`src/verilog/dcf_pkg.sv`:
```
// Package for the debug comparator B/C and trace FIFO read-out block.
// Assumes a 32-bit APB master and a processor bus on the same 50 MHz clock.
package dcf_pkg;

   // Register indices as printed; byte address is four times the index
   localparam logic [15:0] IDX_CMP_B_UPPER = 16'h3012;
   localparam logic [15:0] IDX_CMP_B_LOWER = 16'h3013;
   localparam logic [15:0] IDX_CMP_C_UPPER = 16'h3014;
   localparam logic [15:0] IDX_CMP_C_LOWER = 16'h3015;
   localparam logic [15:0] IDX_FIFO_HIGH   = 16'h3016;
   localparam logic [15:0] IDX_FIFO_LOW    = 16'h3017;
   localparam logic [15:0] IDX_TRACE_CTRL  = 16'h3030;
   localparam logic [15:0] IDX_TRACE_STAT  = 16'h3031;

   // Reset values
   localparam logic [7:0]  CMP_RESET       = 8'h00;
   localparam logic [7:0]  FIFO_RD_RESET   = 8'h00;
   localparam logic [7:0]  CTRL_RESET      = 8'h00;

   // Trace control register fields
   localparam int          CTRL_FULL_MODE  = 0;
   localparam int          CTRL_EVENT_ONLY = 1;
   localparam int          CTRL_DBG_ENABLE = 2;
   localparam int          CTRL_BEGIN_TRIG = 3;
   localparam int          CTRL_CAPTURE_EN = 4;
   localparam logic [7:0]  CTRL_WR_MASK    = 8'h1F;

   // Trace status register fields
   localparam int          STAT_COUNT_LSB  = 0;
   localparam int          STAT_EMPTY      = 4;
   localparam int          STAT_FULL       = 5;

   // Trace FIFO geometry
   localparam int          FIFO_DEPTH      = 8;
   localparam int          FIFO_PTR_W      = 3;
   localparam int          FIFO_CNT_W      = 4;
   localparam logic [3:0]  FIFO_CNT_FULL   = 4'h8;
   localparam logic [15:0] ENTRY_RESET     = 16'h0000;

   // Cycles from access phase start to pready
   localparam int          APB_WAIT_CYCLES = 1;

   // One processor bus cycle as seen by the comparators
   typedef struct packed {
      logic        valid;
      logic [15:0] addr;
      logic [7:0]  data;
   } dcf_bus_t;

   // One change-of-flow capture offered by the trace logic
   typedef struct packed {
      logic        valid;
      logic [15:0] addr;
   } dcf_cof_t;

   // How the system reset that is under way was caused
   typedef struct packed {
      logic req;
      logic endRun;
      logic endTrace;
   } dcf_sysrst_t;

endpackage : dcf_pkg

```
`src/verilog/dcf_regs.sv`:
```
// Comparator B and C match registers and trace FIFO read-out port, APB slave.
// Assumes processor bus, change-of-flow and system reset inputs come from logic on clk.
//
// What this block does
// - Ordinary reset clears comparator and FIFO registers
// - End-run reset leaves contents unspecified
// - End-trace reset with enable, no begin keeps
// - B upper bits select address 15..8 levels
// - Full mode ignores B upper pattern
// - B lower bits select address 7..0 levels
// - C upper bits select address 15..8 levels
// - C lower bits select address 7..0 levels
// - FIFO high read gives entry bits 15..8
// - Event-only modes: FIFO high reads zero
// - FIFO low read gives entry low byte
// - FIFO low read advances read pointer
// - Full mode: comparator B matches data
// - Event-only modes store B event data
//
// Implementation choice: the APB interface to the registers.
`timescale 1ns/100ps

module dcf_regs
   import dcf_pkg::*;
(
   // Clock and reset
   input  wire logic        clk,
   input  wire logic        rst_b,
   // APB slave
   input  wire logic        psel,
   input  wire logic        penable,
   input  wire logic        pwrite,
   input  wire logic [31:0] paddr,
   input  wire logic [31:0] pwdata,
   input  wire logic [3:0]  pstrb,
   output logic      [31:0] prdata,
   output logic             pready,
   output logic             pslverr,
   // Processor bus and trace sources
   input  wire dcf_bus_t    coreBus,
   input  wire dcf_cof_t    cofCapture,
   input  wire dcf_sysrst_t sysReset,
   // Comparator and FIFO state
   output logic             cmpBMatch,
   output logic             cmpCMatch,
   output logic [3:0]       fifoCount,
   output logic             fifoFull
);

   // Comparator pattern and trace control registers
   logic [7:0]  cmpBUpper_r;
   logic [7:0]  cmpBLower_r;
   logic [7:0]  cmpCUpper_r;
   logic [7:0]  cmpCLower_r;
   logic [7:0]  traceCtrl_r;

   // Trace FIFO storage and pointers
   logic [15:0]           fifoMem [FIFO_DEPTH];
   logic [FIFO_PTR_W-1:0] wrPtr_r;
   logic [FIFO_PTR_W-1:0] rdPtr_r;
   logic [FIFO_CNT_W-1:0] count_r;
   logic [FIFO_PTR_W-1:0] wrPtr_nxt;
   logic [FIFO_PTR_W-1:0] rdPtr_nxt;
   logic [FIFO_CNT_W-1:0] count_nxt;

   // APB answer registers and registered match and FIFO-full outputs
   logic [31:0] prdata_r;
   logic        pready_r;
   logic        pslverr_r;
   logic        cmpBMatch_r;
   logic        cmpCMatch_r;
   logic        fifoFull_r;

   // Mode decode
   wire logic fullMode    = traceCtrl_r[CTRL_FULL_MODE];
   wire logic eventOnly   = traceCtrl_r[CTRL_EVENT_ONLY];
   wire logic dbgEnable   = traceCtrl_r[CTRL_DBG_ENABLE];
   wire logic beginTrig   = traceCtrl_r[CTRL_BEGIN_TRIG];
   wire logic captureEn   = traceCtrl_r[CTRL_CAPTURE_EN];

   // System reset classification
   wire logic keepOnTrace = sysReset.endTrace & dbgEnable & ~beginTrig;
   // End-run contents are unspecified, so holding them is the cheapest choice
   wire logic keepOnReset = keepOnTrace | sysReset.endRun;
   wire logic clearRegs   = sysReset.req & ~keepOnReset;

   // APB decode
   wire logic        apbAccess = psel & penable & ~pready_r;
   wire logic        apbDone   = psel & penable & pready_r;
   wire logic [15:0] regIdx    = paddr[17:2];
   wire logic        addrHigh0 = (paddr[31:18] == 14'h0000) & (paddr[1:0] == 2'b00);
   wire logic        selBUpper = addrHigh0 & (regIdx == IDX_CMP_B_UPPER);
   wire logic        selBLower = addrHigh0 & (regIdx == IDX_CMP_B_LOWER);
   wire logic        selCUpper = addrHigh0 & (regIdx == IDX_CMP_C_UPPER);
   wire logic        selCLower = addrHigh0 & (regIdx == IDX_CMP_C_LOWER);
   wire logic        selFHigh  = addrHigh0 & (regIdx == IDX_FIFO_HIGH);
   wire logic        selFLow   = addrHigh0 & (regIdx == IDX_FIFO_LOW);
   wire logic        selCtrl   = addrHigh0 & (regIdx == IDX_TRACE_CTRL);
   wire logic        selStat   = addrHigh0 & (regIdx == IDX_TRACE_STAT);
   wire logic        selAny    = selBUpper | selBLower | selCUpper | selCLower |
                                 selFHigh | selFLow | selCtrl | selStat;
   wire logic        byteWr    = pwrite & pstrb[0];
   // FIFO high/low decode but take no write path
   wire logic        wrBUpper  = apbDone & byteWr & selBUpper;
   wire logic        wrBLower  = apbDone & byteWr & selBLower;
   wire logic        wrCUpper  = apbDone & byteWr & selCUpper;
   wire logic        wrCLower  = apbDone & byteWr & selCLower;
   wire logic        wrCtrl    = apbDone & byteWr & selCtrl;
   wire logic        rdFLow    = apbDone & ~pwrite & selFLow;

   // Comparator B pattern: data in full mode, address otherwise
   logic [15:0] cmpBPattern;
   logic [15:0] cmpBSubject;
   logic [15:0] cmpBCare;
   logic [15:0] cmpCPattern;
   logic [15:0] bitEqB;
   logic [15:0] bitEqC;

   assign cmpBPattern = {cmpBUpper_r, cmpBLower_r};
   assign cmpBSubject = fullMode ? {8'h00, coreBus.data} : coreBus.addr;
   assign cmpBCare    = fullMode ? 16'h00FF : 16'hFFFF;
   assign cmpCPattern = {cmpCUpper_r, cmpCLower_r};

   genvar gi;
   generate
      for (gi = 0; gi < 16; gi++) begin : g_cmpBit
         assign bitEqB[gi] = ~cmpBCare[gi] | (cmpBSubject[gi] == cmpBPattern[gi]);
         assign bitEqC[gi] = (coreBus.addr[gi] == cmpCPattern[gi]);
      end
   endgenerate

   wire logic matchB = coreBus.valid & (&bitEqB);
   wire logic matchC = coreBus.valid & (&bitEqC);

   // FIFO capture source selection
   wire logic        pushEvent = captureEn & eventOnly & matchB;
   wire logic        pushCof   = captureEn & ~eventOnly & cofCapture.valid;
   wire logic [15:0] pushData  = eventOnly ? {8'h00, coreBus.data} : cofCapture.addr;
   wire logic        fifoEmpty = (count_r == '0);
   wire logic        fifoIsFull = (count_r == FIFO_CNT_FULL);
   // A full FIFO drops new captures; the oldest entries are kept for software
   wire logic        doPush    = (pushEvent | pushCof) & ~fifoIsFull;
   wire logic        doPop     = rdFLow & ~fifoEmpty;

   // FIFO read-out view
   wire logic [15:0] headEntry = fifoEmpty ? ENTRY_RESET : fifoMem[rdPtr_r];
   wire logic [7:0]  headHigh  = eventOnly ? 8'h00 : headEntry[15:8];
   wire logic [7:0]  headLow   = headEntry[7:0];

   // Status view
   wire logic [7:0]  statusByte = {2'b00, fifoIsFull, fifoEmpty, count_r};

   // Read data mux
   logic [7:0] rdByte;
   always_comb begin
      rdByte = 8'h00;
      unique case (1'b1)
         selBUpper: rdByte = cmpBUpper_r;
         selBLower: rdByte = cmpBLower_r;
         selCUpper: rdByte = cmpCUpper_r;
         selCLower: rdByte = cmpCLower_r;
         selFHigh:  rdByte = headHigh;
         selFLow:   rdByte = headLow;
         selCtrl:   rdByte = traceCtrl_r;
         selStat:   rdByte = statusByte;
         default:   rdByte = 8'h00;
      endcase
   end

   // Pointer and count next values
   always_comb begin
      wrPtr_nxt = wrPtr_r;
      rdPtr_nxt = rdPtr_r;
      count_nxt = count_r;
      if (doPush) begin
         wrPtr_nxt = wrPtr_r + 1'b1;
      end
      if (doPop) begin
         rdPtr_nxt = rdPtr_r + 1'b1;
      end
      unique case ({doPush, doPop})
         2'b10:   count_nxt = count_r + 1'b1;
         2'b01:   count_nxt = count_r - 1'b1;
         default: count_nxt = count_r;
      endcase
   end

   // APB answer: one wait state, data registered with pready
   always_ff @(posedge clk or negedge rst_b) begin
      if (!rst_b) begin
         pready_r  <= 1'b0;
         prdata_r  <= 32'h0000_0000;
         pslverr_r <= 1'b0;
      end else begin
         pready_r  <= apbAccess;
         pslverr_r <= apbAccess & ~selAny;
         if (apbAccess) begin
            prdata_r <= pwrite ? 32'h0000_0000 : {24'h00_0000, rdByte};
         end
      end
   end

   // Comparator B registers
   always_ff @(posedge clk or negedge rst_b) begin
      if (!rst_b) begin
         cmpBUpper_r <= CMP_RESET;
         cmpBLower_r <= CMP_RESET;
      end else if (clearRegs) begin
         cmpBUpper_r <= CMP_RESET;
         cmpBLower_r <= CMP_RESET;
      end else begin
         if (wrBUpper) begin
            cmpBUpper_r <= pwdata[7:0];
         end
         if (wrBLower) begin
            cmpBLower_r <= pwdata[7:0];
         end
      end
   end

   // Comparator C registers
   always_ff @(posedge clk or negedge rst_b) begin
      if (!rst_b) begin
         cmpCUpper_r <= CMP_RESET;
         cmpCLower_r <= CMP_RESET;
      end else if (clearRegs) begin
         cmpCUpper_r <= CMP_RESET;
         cmpCLower_r <= CMP_RESET;
      end else begin
         if (wrCUpper) begin
            cmpCUpper_r <= pwdata[7:0];
         end
         if (wrCLower) begin
            cmpCLower_r <= pwdata[7:0];
         end
      end
   end

   // Trace control; keeps its value through a holding reset so the mode survives
   always_ff @(posedge clk or negedge rst_b) begin
      if (!rst_b) begin
         traceCtrl_r <= CTRL_RESET;
      end else if (clearRegs) begin
         traceCtrl_r <= CTRL_RESET;
      end else if (wrCtrl) begin
         traceCtrl_r <= pwdata[7:0] & CTRL_WR_MASK;
      end
   end

   // FIFO pointers and count
   always_ff @(posedge clk or negedge rst_b) begin
      if (!rst_b) begin
         wrPtr_r <= '0;
         rdPtr_r <= '0;
         count_r <= '0;
      end else if (clearRegs) begin
         wrPtr_r <= '0;
         rdPtr_r <= '0;
         count_r <= '0;
      end else begin
         wrPtr_r <= wrPtr_nxt;
         rdPtr_r <= rdPtr_nxt;
         count_r <= count_nxt;
      end
   end

   // FIFO storage; APB writes never reach it
   generate
      for (gi = 0; gi < FIFO_DEPTH; gi++) begin : g_fifoEntry
         always_ff @(posedge clk or negedge rst_b) begin
            if (!rst_b) begin
               fifoMem[gi] <= ENTRY_RESET;
            end else if (clearRegs) begin
               fifoMem[gi] <= ENTRY_RESET;
            end else if (doPush && (wrPtr_r == FIFO_PTR_W'(gi))) begin
               fifoMem[gi] <= pushData;
            end
         end
      end
   endgenerate

   // Registered comparator and FIFO status outputs
   always_ff @(posedge clk or negedge rst_b) begin
      if (!rst_b) begin
         cmpBMatch_r <= 1'b0;
         cmpCMatch_r <= 1'b0;
         fifoFull_r  <= 1'b0;
      end else begin
         cmpBMatch_r <= matchB;
         cmpCMatch_r <= matchC;
         fifoFull_r  <= (count_nxt == FIFO_CNT_FULL) & ~clearRegs;
      end
   end

   assign prdata    = prdata_r;
   assign pready    = pready_r;
   assign pslverr   = pslverr_r;
   assign cmpBMatch = cmpBMatch_r;
   assign cmpCMatch = cmpCMatch_r;
   assign fifoCount = count_r;
   assign fifoFull  = fifoFull_r;

endmodule : dcf_regs

```
`config.mk`:
```
export PLATFORM = sky130hd
export DESIGN_NAME = dcf_regs
export DESIGN_NICKNAME = d
export VERILOG_FILES = /design/src/verilog/dcf_pkg.sv /design/src/verilog/dcf_regs.sv
export SDC_FILE = /design/constraint.sdc
export NUM_CORES = 1
export LEC_CHECK = 0
export ABC_AREA = 1
export BUFFER_PORTS_ARGS = -buffer_cell sky130_fd_sc_hd__buf_4
export CAP_MARGIN = 20
export CORE_UTILIZATION = 25
export DETAILED_ROUTE_END_ITERATION = 12
export GPL_TIMING_DRIVEN = 0
export PLACE_DENSITY = 0.4
export SETUP_SLACK_MARGIN = 0.15
export SKIP_CTS_REPAIR_TIMING = 1
export SYNTH_ARGS = -nofsm -noshare
export SYNTH_HDL_FRONTEND = slang
export SYNTH_SLANG_ARGS = --single-unit
```
`constraint.sdc`:
```
create_clock -name clk -period 2.6 [get_ports clk]
set_input_delay 0.13 -clock clk [delete_from_list [all_inputs] [get_ports clk]]
set_output_delay 0.13 -clock clk [all_outputs]
set_load 0.02 [all_outputs]
```
* Yosys cells after proc, flatten, opt, wreduce, memory -nomap -nowiden
Index checks and enable logic that the tools add are counted.
Word-level totals: bits in registers 215, output and inout bits 41, input port bits 118, word-level logic and storage cells 234
Operators by class: reductions and logical operators 29, equal/unequal tests 51, add/sub/neg operators 4, order comparisons 1, multiplexer cells 42, bitwise logic cells 85
Operators by type and width (number):
- 16-bit 2-to-1 mux | 22
- 16-bit by 14-bit == test with 1-bit output (second input constant) | 8
- 8-bit 2-to-1 mux | 12
- 8-bit case mux with 8 select lines | 1
- 16-bit binary-select mux with 3-bit select | 1
- 1-bit bitwise AND | 34
- 1-bit == test | 32
- 16-bit AND reduction | 2
- 2-bit nonzero test | 15
- 1-bit NOT | 25
- 1-bit bitwise OR | 25
- 14-bit logical NOT | 1
- 3-bit == test (second input constant) | 4
- 3-bit 2-to-1 mux | 4
- 4-bit == test (second input constant) | 2
- 1-bit logical AND | 8
- 4-bit case mux with 2 select lines | 1
- 3-bit by 1-bit adder with 3-bit output (second input constant) | 2
- 3-bit by 2-bit == test with 1-bit output (second input constant) | 2
- 4-bit by 1-bit adder with 4-bit output (second input constant) | 1
- 4-bit >= comparator (second input constant) | 1
- 4-bit logical NOT | 1
- 4-bit 2-to-1 mux | 1
- 3-bit NOT with 4-bit output | 1
- other kinds (6) | 6

* Longest topological paths before layout
Gate-level depths: netlist of the first run.
word-level depth 12, mapped depth 20, depth with buffers taken out 18

* Least setup slack after synthesis of the first run
OpenSTA, ideal clock, no wires.
path kind register -> register, start register traceCtrl_r[0], end register fifoFull_r (netlist: fifoFull), cell stages (with the launch flop) 20, data required time 2.464 ns, slack -0.112 ns, arrival 2.576 ns, cell sequence dfrtp_1 buf_6 buf_6 nand2_2 o21ai_1 nand2_1 nand3_1 nor2_1 nand3_1 nand2_2 buf_12 nand2_1 ha_1 ha_1 nand2_1 o21ai_0 xor2_1 nand2_1 o21ai_0 nor3_1
On the way: longest elaborated chain between the ends 12, elaborated cells on any way between the ends 52, those cells by class 19 x eq/ne; 3 x mux; 29 x bitwise; 1 x reduce/logical
RTL lines:
- from (decl) | line dcf_regs.sv:55 | logic [7:0] traceCtrl_r;
- from (signal assigned) | line dcf_regs.sv:246 | traceCtrl_r <= pwdata[7:0] & CTRL_WR_MASK;
- 16-bit 2-to-1 mux (on tied branches) | line dcf_regs.sv:120, dcf_regs.sv:121
- 1-bit == test or 1-bit NOT (tied branches) | line dcf_regs.sv:127 | assign bitEqB[gi] = ~cmpBCare[gi] | (cmpBSubject[gi] == cmpBPattern[gi]);
- 1-bit bitwise OR | line dcf_regs.sv:127
- 16-bit AND reduction * | line dcf_regs.sv:132 | wire logic matchB = coreBus.valid & (&bitEqB);
- 1-bit bitwise AND * | line dcf_regs.sv:132
- 1-bit bitwise AND * | line dcf_regs.sv:136 | wire logic pushEvent = captureEn & eventOnly & matchB;
- 1-bit bitwise OR * | line dcf_regs.sv:142 | wire logic doPush = (pushEvent | pushCof) & ~fifoIsFull;
- 1-bit bitwise AND * | line dcf_regs.sv:142
- 2-bit by 1-bit == test with 1-bit output or 2-bit == test (tied branches) | line dcf_regs.sv:181 | unique case ({doPush, doPop})
- 4-bit case mux with 2 select lines * | line dcf_regs.sv:181
- 4-bit == test * | line dcf_regs.sv:291 | fifoFull_r <= (count_nxt == FIFO_CNT_FULL) & ~clearRegs;
- 1-bit bitwise AND * | line dcf_regs.sv:291
- to (signal assigned) | line dcf_regs.sv:291
- to (decl) | line dcf_regs.sv:72 | logic fifoFull_r;
Every way passes the cells marked *; elsewhere a longest branch is shown, timed or not. A chain may end at the register's enable or synchronous reset.

* Worst setup path after layout of the first run
start register traceCtrl_r[0], end register count_r[3] (netlist: fifoCount[3])
On the way: longest elaborated chain between the ends 11, elaborated cells on any way between the ends 51, those cells by class 18 x eq/ne; 4 x mux; 28 x bitwise; 1 x reduce/logical
RTL lines:
- 16-bit 2-to-1 mux (on tied branches) | line dcf_regs.sv:120, dcf_regs.sv:121
- 1-bit == test or 1-bit NOT (tied branches) | line dcf_regs.sv:127
- 1-bit bitwise OR | line dcf_regs.sv:127
- 16-bit AND reduction * | line dcf_regs.sv:132
- 1-bit bitwise AND * | line dcf_regs.sv:132
- 1-bit bitwise AND * | line dcf_regs.sv:136
- 1-bit bitwise OR * | line dcf_regs.sv:142
- 1-bit bitwise AND * | line dcf_regs.sv:142
- 2-bit by 1-bit == test with 1-bit output or 2-bit == test (tied branches) | line dcf_regs.sv:181
- 4-bit case mux with 2 select lines * | line dcf_regs.sv:181
- 4-bit 2-to-1 mux * | line dcf_regs.sv:256 | end else if (clearRegs) begin
- to (signal assigned) | line dcf_regs.sv:263 | count_r <= count_nxt;
- to (decl) | line dcf_regs.sv:61 | logic [FIFO_CNT_W-1:0] count_r;
Marked as above.

==> results of run 1 <==
[worst min-delay path, delay by kind of cell]
kind	cells	cell delay, ps
and+or+nand+nor	1	110
buffers and inverters	1	100
AOI/OAI and AO/OA	1	100
[through the flow]
step,TNS (ps),hold slack (ps),instances,setup WS [ps]
final,-220,33.8,2229,-107
after global routing,-787,32.9,2229,-266
after CTS,-6460,-283,2195,-520
after detailed placement,-6510,222,2163,-715
after global placement,-39780,441,2162,-693
after floorplan,0,-166,1516,126
[routing by layer]
metal  up-vias  wire length [um]
met1      5094             19800
met4         0               940
met2       244             22100
li1       5162                 -
met3        44              1590
met5         -                 0
[registers in the layout, summed over array words and instances (netlist names)]
signal / cells
cmpCUpper_r: 8
cmpBLower_r: 8
fifoFull: 1
rdPtr_r: 3
fifoCount: 4
prdata: 8
fifoMem: 128
cmpBMatch: 1
wrPtr_r: 3
pslverr: 1
pready: 1
cmpCMatch: 1
cmpBUpper_r: 8
traceCtrl_r: 5
cmpCLower_r: 8
[final cells by class]
cell class | instances | area share (%)
timing repair buffer | 142 | 8.37
buffer | 97 | 4.63
clock inverter | 12 | 1.70
sequential | 188 | 34.4
multi-input combinational | 1152 | 40.3
tap | 539 | 4.93
clock buffer | 20 | 3.41
inverter | 79 | 2.28
[cell families (layout without fill, tap and decap cells)]
logic type / count (synthesis) / in the layout / synth area share [%]
XOR/XNOR: 17 / 17 / 1.38
adder cells (fa/ha/maj): 11 / 11 / 1.35
buffers and inverters: 176 / 350 / 7.99
flip-flops: 188 / 188 / 43.7
AND/OR/NAND/NOR: 923 / 923 / 36.8
other: 1 / 24 / 0.0348
AO/OA/AOI/OAI: 177 / 177 / 8.72
[layout by cell type, fill, tap and decap left out, types with 10 or more instances in the layout]
| cell | instances |
|---|---|
| xnor2_1 | 13 |
| clkbuf_16 | 19 |
| nor2_1 | 180 |
| buf_1 | 10 |
| nand4_1 | 19 |
| nand2_1 | 479 |
| nand2_4 | 10 |
| dfrtp_1 | 187 |
| clkbuf_1 | 18 |
| conb_1 | 24 |
| nand3_1 | 174 |
| inv_1 | 73 |
| nand2_2 | 13 |
| clkbuf_2 | 14 |
| buf_4 | 160 |
| o21ai_0 | 138 |
[worst paths after layout]
check                      slack [ps]  cells past startpoint                          to
min in group asynchronous         260                      2     fifoMem[50]$_DFFE_PN0P_
max reg2reg                      -110                     19      fifoCount[3]$_DFF_PN0_
max in group asynchronous        1350                      3      fifoCount[0]$_DFF_PN0_
min                                30                      3  cmpCLower_r[5]$_DFFE_PN0P_
max                              -110                     19      fifoCount[3]$_DFF_PN0_
min reg2reg                       490                      2  cmpCUpper_r[3]$_DFFE_PN0P_
[power groups by stage]
stage	Sequential (uW)	Combinational, uW	Clock [uW]
5_1_grt	4100	4430	3370
2_1_floorplan	3950	2280	0
6_report	4030	3980	3200
3_5_place_dp	4060	3720	0
4_1_cts	4010	3730	3270
3_3_place_gp	4050	3710	0
==> results.py, run 1 <==
metrics = {
    "status": {
        "status": "complete, but fails checks",
        "violations": "negative setup slack",
    },
    "yosys": {
        "synthTopCellsByArea": "dfrtp_1, nand2_1, nand3_1, o21ai_0, nor2_1",
        "yosysUniqueCellTypes": 42,
        "avgSynthCellArea_um2": 7.21,
        "synth_edf_count": 0,
        "ys.flop_type": "dfrtp_1",
        "ys_ff_latch": 188,
        "yosysTopAreaCell": "dfrtp_1",
        "synth_top_cell_area_share_pct": 43.7,
        "yosys-top-cells-count": "nand2_1, dfrtp_1, nor2_1",
        "async_flop_share_pct": 100,
        "yosysSeqAreaShare_pct": 43.7,
        "yosysWarnings": 0,
        "yosysMostFrequentCell": "nand2_1",
        "synth.cell_area_um2": 10800,
        "syn_inst": 1493,
    },
    "power": {
        "power_uw": 11200,
        "intPower_uw": 6800,
        "clock_power_share_pct": 28.6,
        "power_switching_uw": 4410,
        "pwr-share-comb_pct": 35.5,
        "p_sw_share_pct": 39.3,
        "power.density_nw_per_um2": 819,
        "vdd_drop_max_uv": 428,
        "seqPwrFrac_pct": 35.9,
        "p_leak_uw": 0.00692,
    },
    "layout": {
        "fillCellCount": 4570,
        "fin_area_um2": 13700,
        "drive_above_1_share_pct": 18.4,
        "diodes": 0,
        "multi_input_area_um2": 5520,
        "final_nets": 1806,
        "area_delta_synth_final_pct": 27.2,
        "utilization_pct": 32.4,
        "seq_area_um2": 4710,
    },
    "global_routing": {
        "grt_pass1_wl_mm": 65.8,
        "grt_overflow": 0,
        "antenna_found_initial": 0,
        "grt_max_degree": 97,
        "grtUsageMet2_pct": 34.8,
        "busiest_layer": "met2",
        "globalRouteMet3Util_pct": 3.43,
        "met1_usage_pct": 26.3,
        "grt_pass1_vias": 10300,
        "grt_usage_pct": 20.4,
    },
    "critical_path": {
        "required_ps": 2940,
        "end_kind": "flop",
        "path_delay_family": "simple AND/OR/NAND/NOR gates",
        "crit_type": "flop to flop",
        "cp_slowest_cell": "dfrtp_1",
        "crit_path_max_fanout": 7,
        "cp-startpoint": "traceCtrl_r[0]$_DFFE_PN0P_",
        "cp_data_arrival_time_ps": 3050,
        "timing.rr.start": "traceCtrl_r[0]$_DFFE_PN0P_",
        "cp_cell_sequence": "buf_6 > buf_8 > nand2_4 > o21ai_1 > nand2_1 > nand3_1 > nor2_1 > nand3_1 > nand2_2 > buf_12 > nand2_8 > ha_4 > ha_4 > nand2_2 > o21ai_2 > xor2_1 > nand2_1 > o21ai_2 > nor2_1",
        "startpoint_type": "flop",
        "max_stage_delay_ps": 400,
        "critPathBufInv": 3,
    },
    "timing": {
        "worst_pin_slew_ps": 921,
        "fin_crit_sh_pct": 104,
        "rsz0062_at_grt": "yes",
        "fin_worst_skew_ps": 15.2,
        "period_minus_slack_ps": 2710,
        "relSlewSlack_pct": 38.4,
        "hold_viol_final": 0,
        "fmax_mhz": 369,
        "setup_viol": 3,
        "slew_violations": 0,
        "finalWorstSetupSlack_ps": -107,
    },
    "job": {
        "maxCapViolCount": 0,
    },
    "route": {
        "final_antenna_net_count": 0,
        "vias_per_cell": 4.73,
        "drc": 0,
        "drt_iter0_markers": 775,
        "via_count": 10500,
        "dr.pass1.iters": 5,
        "routed_wl_mm": 44.4,
        "wl_per_cell_um": 19.9,
    },
    "placed_design": {
        "port_buffers": 107,
        "gp_congestion": 0.839,
        "placed_area_um2": 12400,
        "hpwl_mm": 32.4,
    },
    "clock_tree": {
        "htree_levels": 4,
        "clkSlewWorstSetupHoldPaths_ps": 70,
        "cts_made_buffers": 17,
        "cts_tree": "built",
        "cts.path.max_buffers": 2,
        "clock_latency_ps": 460,
        "clock-sinks": 188,
        "cts_root_buf": "clkbuf_16",
    },
    "worst_hold_path": {
        "hold_start": "pwdata[5]",
        "hold_path.class": "input pin to flop",
    },
    "die": {
        "rows": 75,
        "chipHeight_um": 210,
        "die_area_um2": 43900,
        "initial_core_util_pct": 25.5,
        "die_w_um": 210,
        "num_io_pins": 159,
        "coreArea_um2": 42200,
    },
}
(Power assumes the default switching activity.)
==> run 2, diff against run 1 <==
- ABC_AREA: 1 -> not set
==> run 2 against run 1 <==
Compared with the run above: flip-flop and latch count is the same; critical path depth shrank 4; synthesized cell count shrank 39%; critical path type unchanged; final area shrank 1.5%; die area shrank 3.9%; combinational power shrank 87%; power shrank 45%; routed wire length shrank 16%; the run ends with negative hold slack, negative setup slack left; sequential share of layout area grew 0.53 points; worst setup slack lost 870 ps.
==> results.py, run 2 <==
metrics = {
    "clock_tree": {
        "clkSlewWorstSetupHoldPaths_ps": 80,
        "clock_latency_ps": 460,
        "cts_made_buffers": 17,
        "clock-sinks": 188,
        "cts.path.max_buffers": 2,
        "cts_root_buf": "clkbuf_16",
        "htree_levels": 4,
        "cts_tree": "built",
    },
    "timing": {
        "fin_crit_sh_pct": 138,
        "worst_pin_slew_ps": 1040,
        "fin_hold_ws_ps": -15.4,
        "period_minus_slack_ps": 3580,
        "setup_viol": 127,
        "hold_viol_final": 9,
        "fin_worst_skew_ps": 17.7,
        "relSlewSlack_pct": 30.1,
        "finalWorstSetupSlack_ps": -977,
        "slew_violations": 0,
        "fmax_mhz": 280,
        "tns_ps": -16450,
        "rsz0062_at_grt": "yes",
    },
    "global_routing": {
        "busiest_layer": "met2",
        "globalRouteMet3Util_pct": 2.69,
        "grt_pass1_vias": 7958,
        "grt_max_degree": 105,
        "grt_pass1_wl_mm": 53.4,
        "grtUsageMet2_pct": 29.5,
        "grt_overflow": 0,
        "antenna_found_initial": 1,
        "met1_usage_pct": 23.4,
        "grt_usage_pct": 17.6,
    },
    "layout": {
        "multi_input_area_um2": 5380,
        "area_delta_synth_final_pct": 30.5,
        "utilization_pct": 33.0,
        "final_nets": 1253,
        "final_cell_mix": "dfrtp_1, mux2i_1, buf_4",
        "top_register": "fifoMem",
        "fin_area_um2": 13500,
        "final_common_cell": "dfrtp_1",
        "stdcell_count": 1668,
        "fillCellCount": 4179,
        "seq_area_um2": 4710,
        "diodes": 0,
        "largest_reg_flops": 128,
        "drive_above_1_share_pct": 28.8,
    },
    "route": {
        "vias_per_cell": 4.72,
        "wl_per_cell_um": 22.4,
        "dr.pass1.iters": 5,
        "routed_wl_mm": 37.4,
        "drt_iter0_markers": 476,
        "via_count": 7873,
        "drc": 0,
        "final_antenna_net_count": 0,
    },
    "critical_path": {
        "crit_path_max_fanout": 7,
        "crit_type": "flop to flop",
        "cp_data_arrival_time_ps": 3970,
        "startpoint_type": "flop",
        "max_stage_delay_ps": 590,
        "r2r_cells": 15,
        "cp_slowest_cell": "dfrtp_1",
        "end_kind": "flop",
        "cp_cell_sequence": "or4b_4 > and3_4 > nand3_1 > or4_4 > buf_8 > buf_12 > and2_4 > ha_4 > ha_4 > a21o_1 > a21oi_2 > xnor2_2 > or3_1 > a21oi_2 > and3_1",
        "required_ps": 2990,
    },
    "die": {
        "initial_core_util_pct": 25.3,
        "die_w_um": 205,
        "coreArea_um2": 40800,
        "rows": 74,
        "chipHeight_um": 205,
        "die_area_um2": 42200,
        "num_io_pins": 159,
    },
    "yosys": {
        "yosys-top-cells-count": "dfrtp_1, mux2i_1, nand2_1",
        "syn_inst": 915,
        "synth_edf_count": 0,
        "async_flop_share_pct": 100,
        "yosysTopAreaCell": "dfrtp_1",
        "synth.cell_area_um2": 10300,
        "synth_top_cell_area_share_pct": 45.5,
        "synthTopCellsByArea": "dfrtp_1, mux2i_1, mux4_2, nand2_1, xor2_1",
        "ys.flop_type": "dfrtp_1",
        "avgSynthCellArea_um2": 11.3,
        "yosysWarnings": 0,
        "yosysUniqueCellTypes": 60,
        "ys_ff_latch": 188,
        "yosysMostFrequentCell": "dfrtp_1",
        "yosysSeqAreaShare_pct": 45.5,
    },
    "placed_design": {
        "port_buffers": 106,
        "dp_slack_ps": -1090,
        "gp_congestion": 0.807,
        "place_inst": 1577,
        "placed_area_um2": 12000,
        "hpwl_mm": 26.1,
    },
    "power": {
        "power.density_nw_per_um2": 454,
        "p_leak_uw": 0.00593,
        "vdd_drop_max_uv": 435,
    },
    "status": {
        "violations": "negative hold slack, negative setup slack",
        "status": "complete, but fails checks",
    },
    "job": {
        "maxCapViolCount": 0,
    },
    "worst_hold_path": {
        "whs_path_depth": 3,
        "hold_path.class": "input pin to flop",
    },
}
==> run 2: metrics by stage <==
stage | hold WS (ps) | power [uW]
global placement | 391 | 3490
finish | -15.4 | 6130
CTS | -223 | 6180
global route | 1.66 | 6340
detailed placement | 265 | 3490
floorplan | -166 | 3170
==> run 2: cells by family (layout without fill, tap and decap cells) <==
| family | after synthesis | after routing | synth area share, % |
|---|---|---|---|
| AND/OR/NAND/NOR | 277 | 277 | 12.2 |
| multiplexers | 224 | 224 | 25.7 |
| flip-flops | 188 | 188 | 45.5 |
| buffers and inverters | 94 | 292 | 5.70 |
| AO/OA/AOI/OAI | 83 | 83 | 6.39 |
| XOR/XNOR | 37 | 37 | 3.13 |
| adder cells (fa/ha/maj) | 11 | 11 | 1.40 |
| other | 1 | 24 | 0.0363 |
==> run 2: final timing paths <==
kind                                        startpoint                    endpoint  slack [ps]
worst max-delay path            fifoCount[2]$_DFF_PN0_          fifoFull$_DFF_PN0_        -980
worst min-delay path                         pwdata[5]  cmpBUpper_r[5]$_DFFE_PN0P_         -20
worst max register to register  fifoCount[2]$_DFF_PN0_          fifoFull$_DFF_PN0_        -980
worst min register to register   prdata[7]$_DFFE_PN0P_       prdata[7]$_DFFE_PN0P_         480
max in group asynchronous                        rst_b    fifoMem[126]$_DFFE_PN0P_        1350
min in group asynchronous                        rst_b  cmpCLower_r[0]$_DFFE_PN0P_         320
==> run 2: layout make-up <==
cell class / instances / share of cell area [%]
timing repair buffer: 167 / 10.9
buffer: 85 / 4.92
sequential: 188 / 34.9
clock inverter: 12 / 0.946
multi-input combinational: 656 / 39.9
tap: 532 / 4.93
clock buffer: 19 / 3.28
inverter: 9 / 0.269
==> run 2: power by group <==
part | switching, uW | internal, uW | leakage [uW]
logic | 336 | 184 | 0.00304
clock network | 1310 | 1370 | 0.000271
registers | 0.666 | 2920 | 0.00262
total | 1650 | 4480 | 0.00593
==> run 2: per-layer routing <==
metal	up-vias	wire (um)
met4	2	622
li1	3659	-
met3	33	1790
met1	3955	16600
met5	-	13
met2	224	18300
==> run 2: worst max-delay path: cells and delay by family (launching register included) <==
kind,cells,cell delay (ps)
and+or+nand+nor,7,1690
DFF,1,590
AOI/OAI and AO/OA,3,500
adders and majority gates,2,370
buffers and inverters,2,260
xor gates and xnor gates,1,80
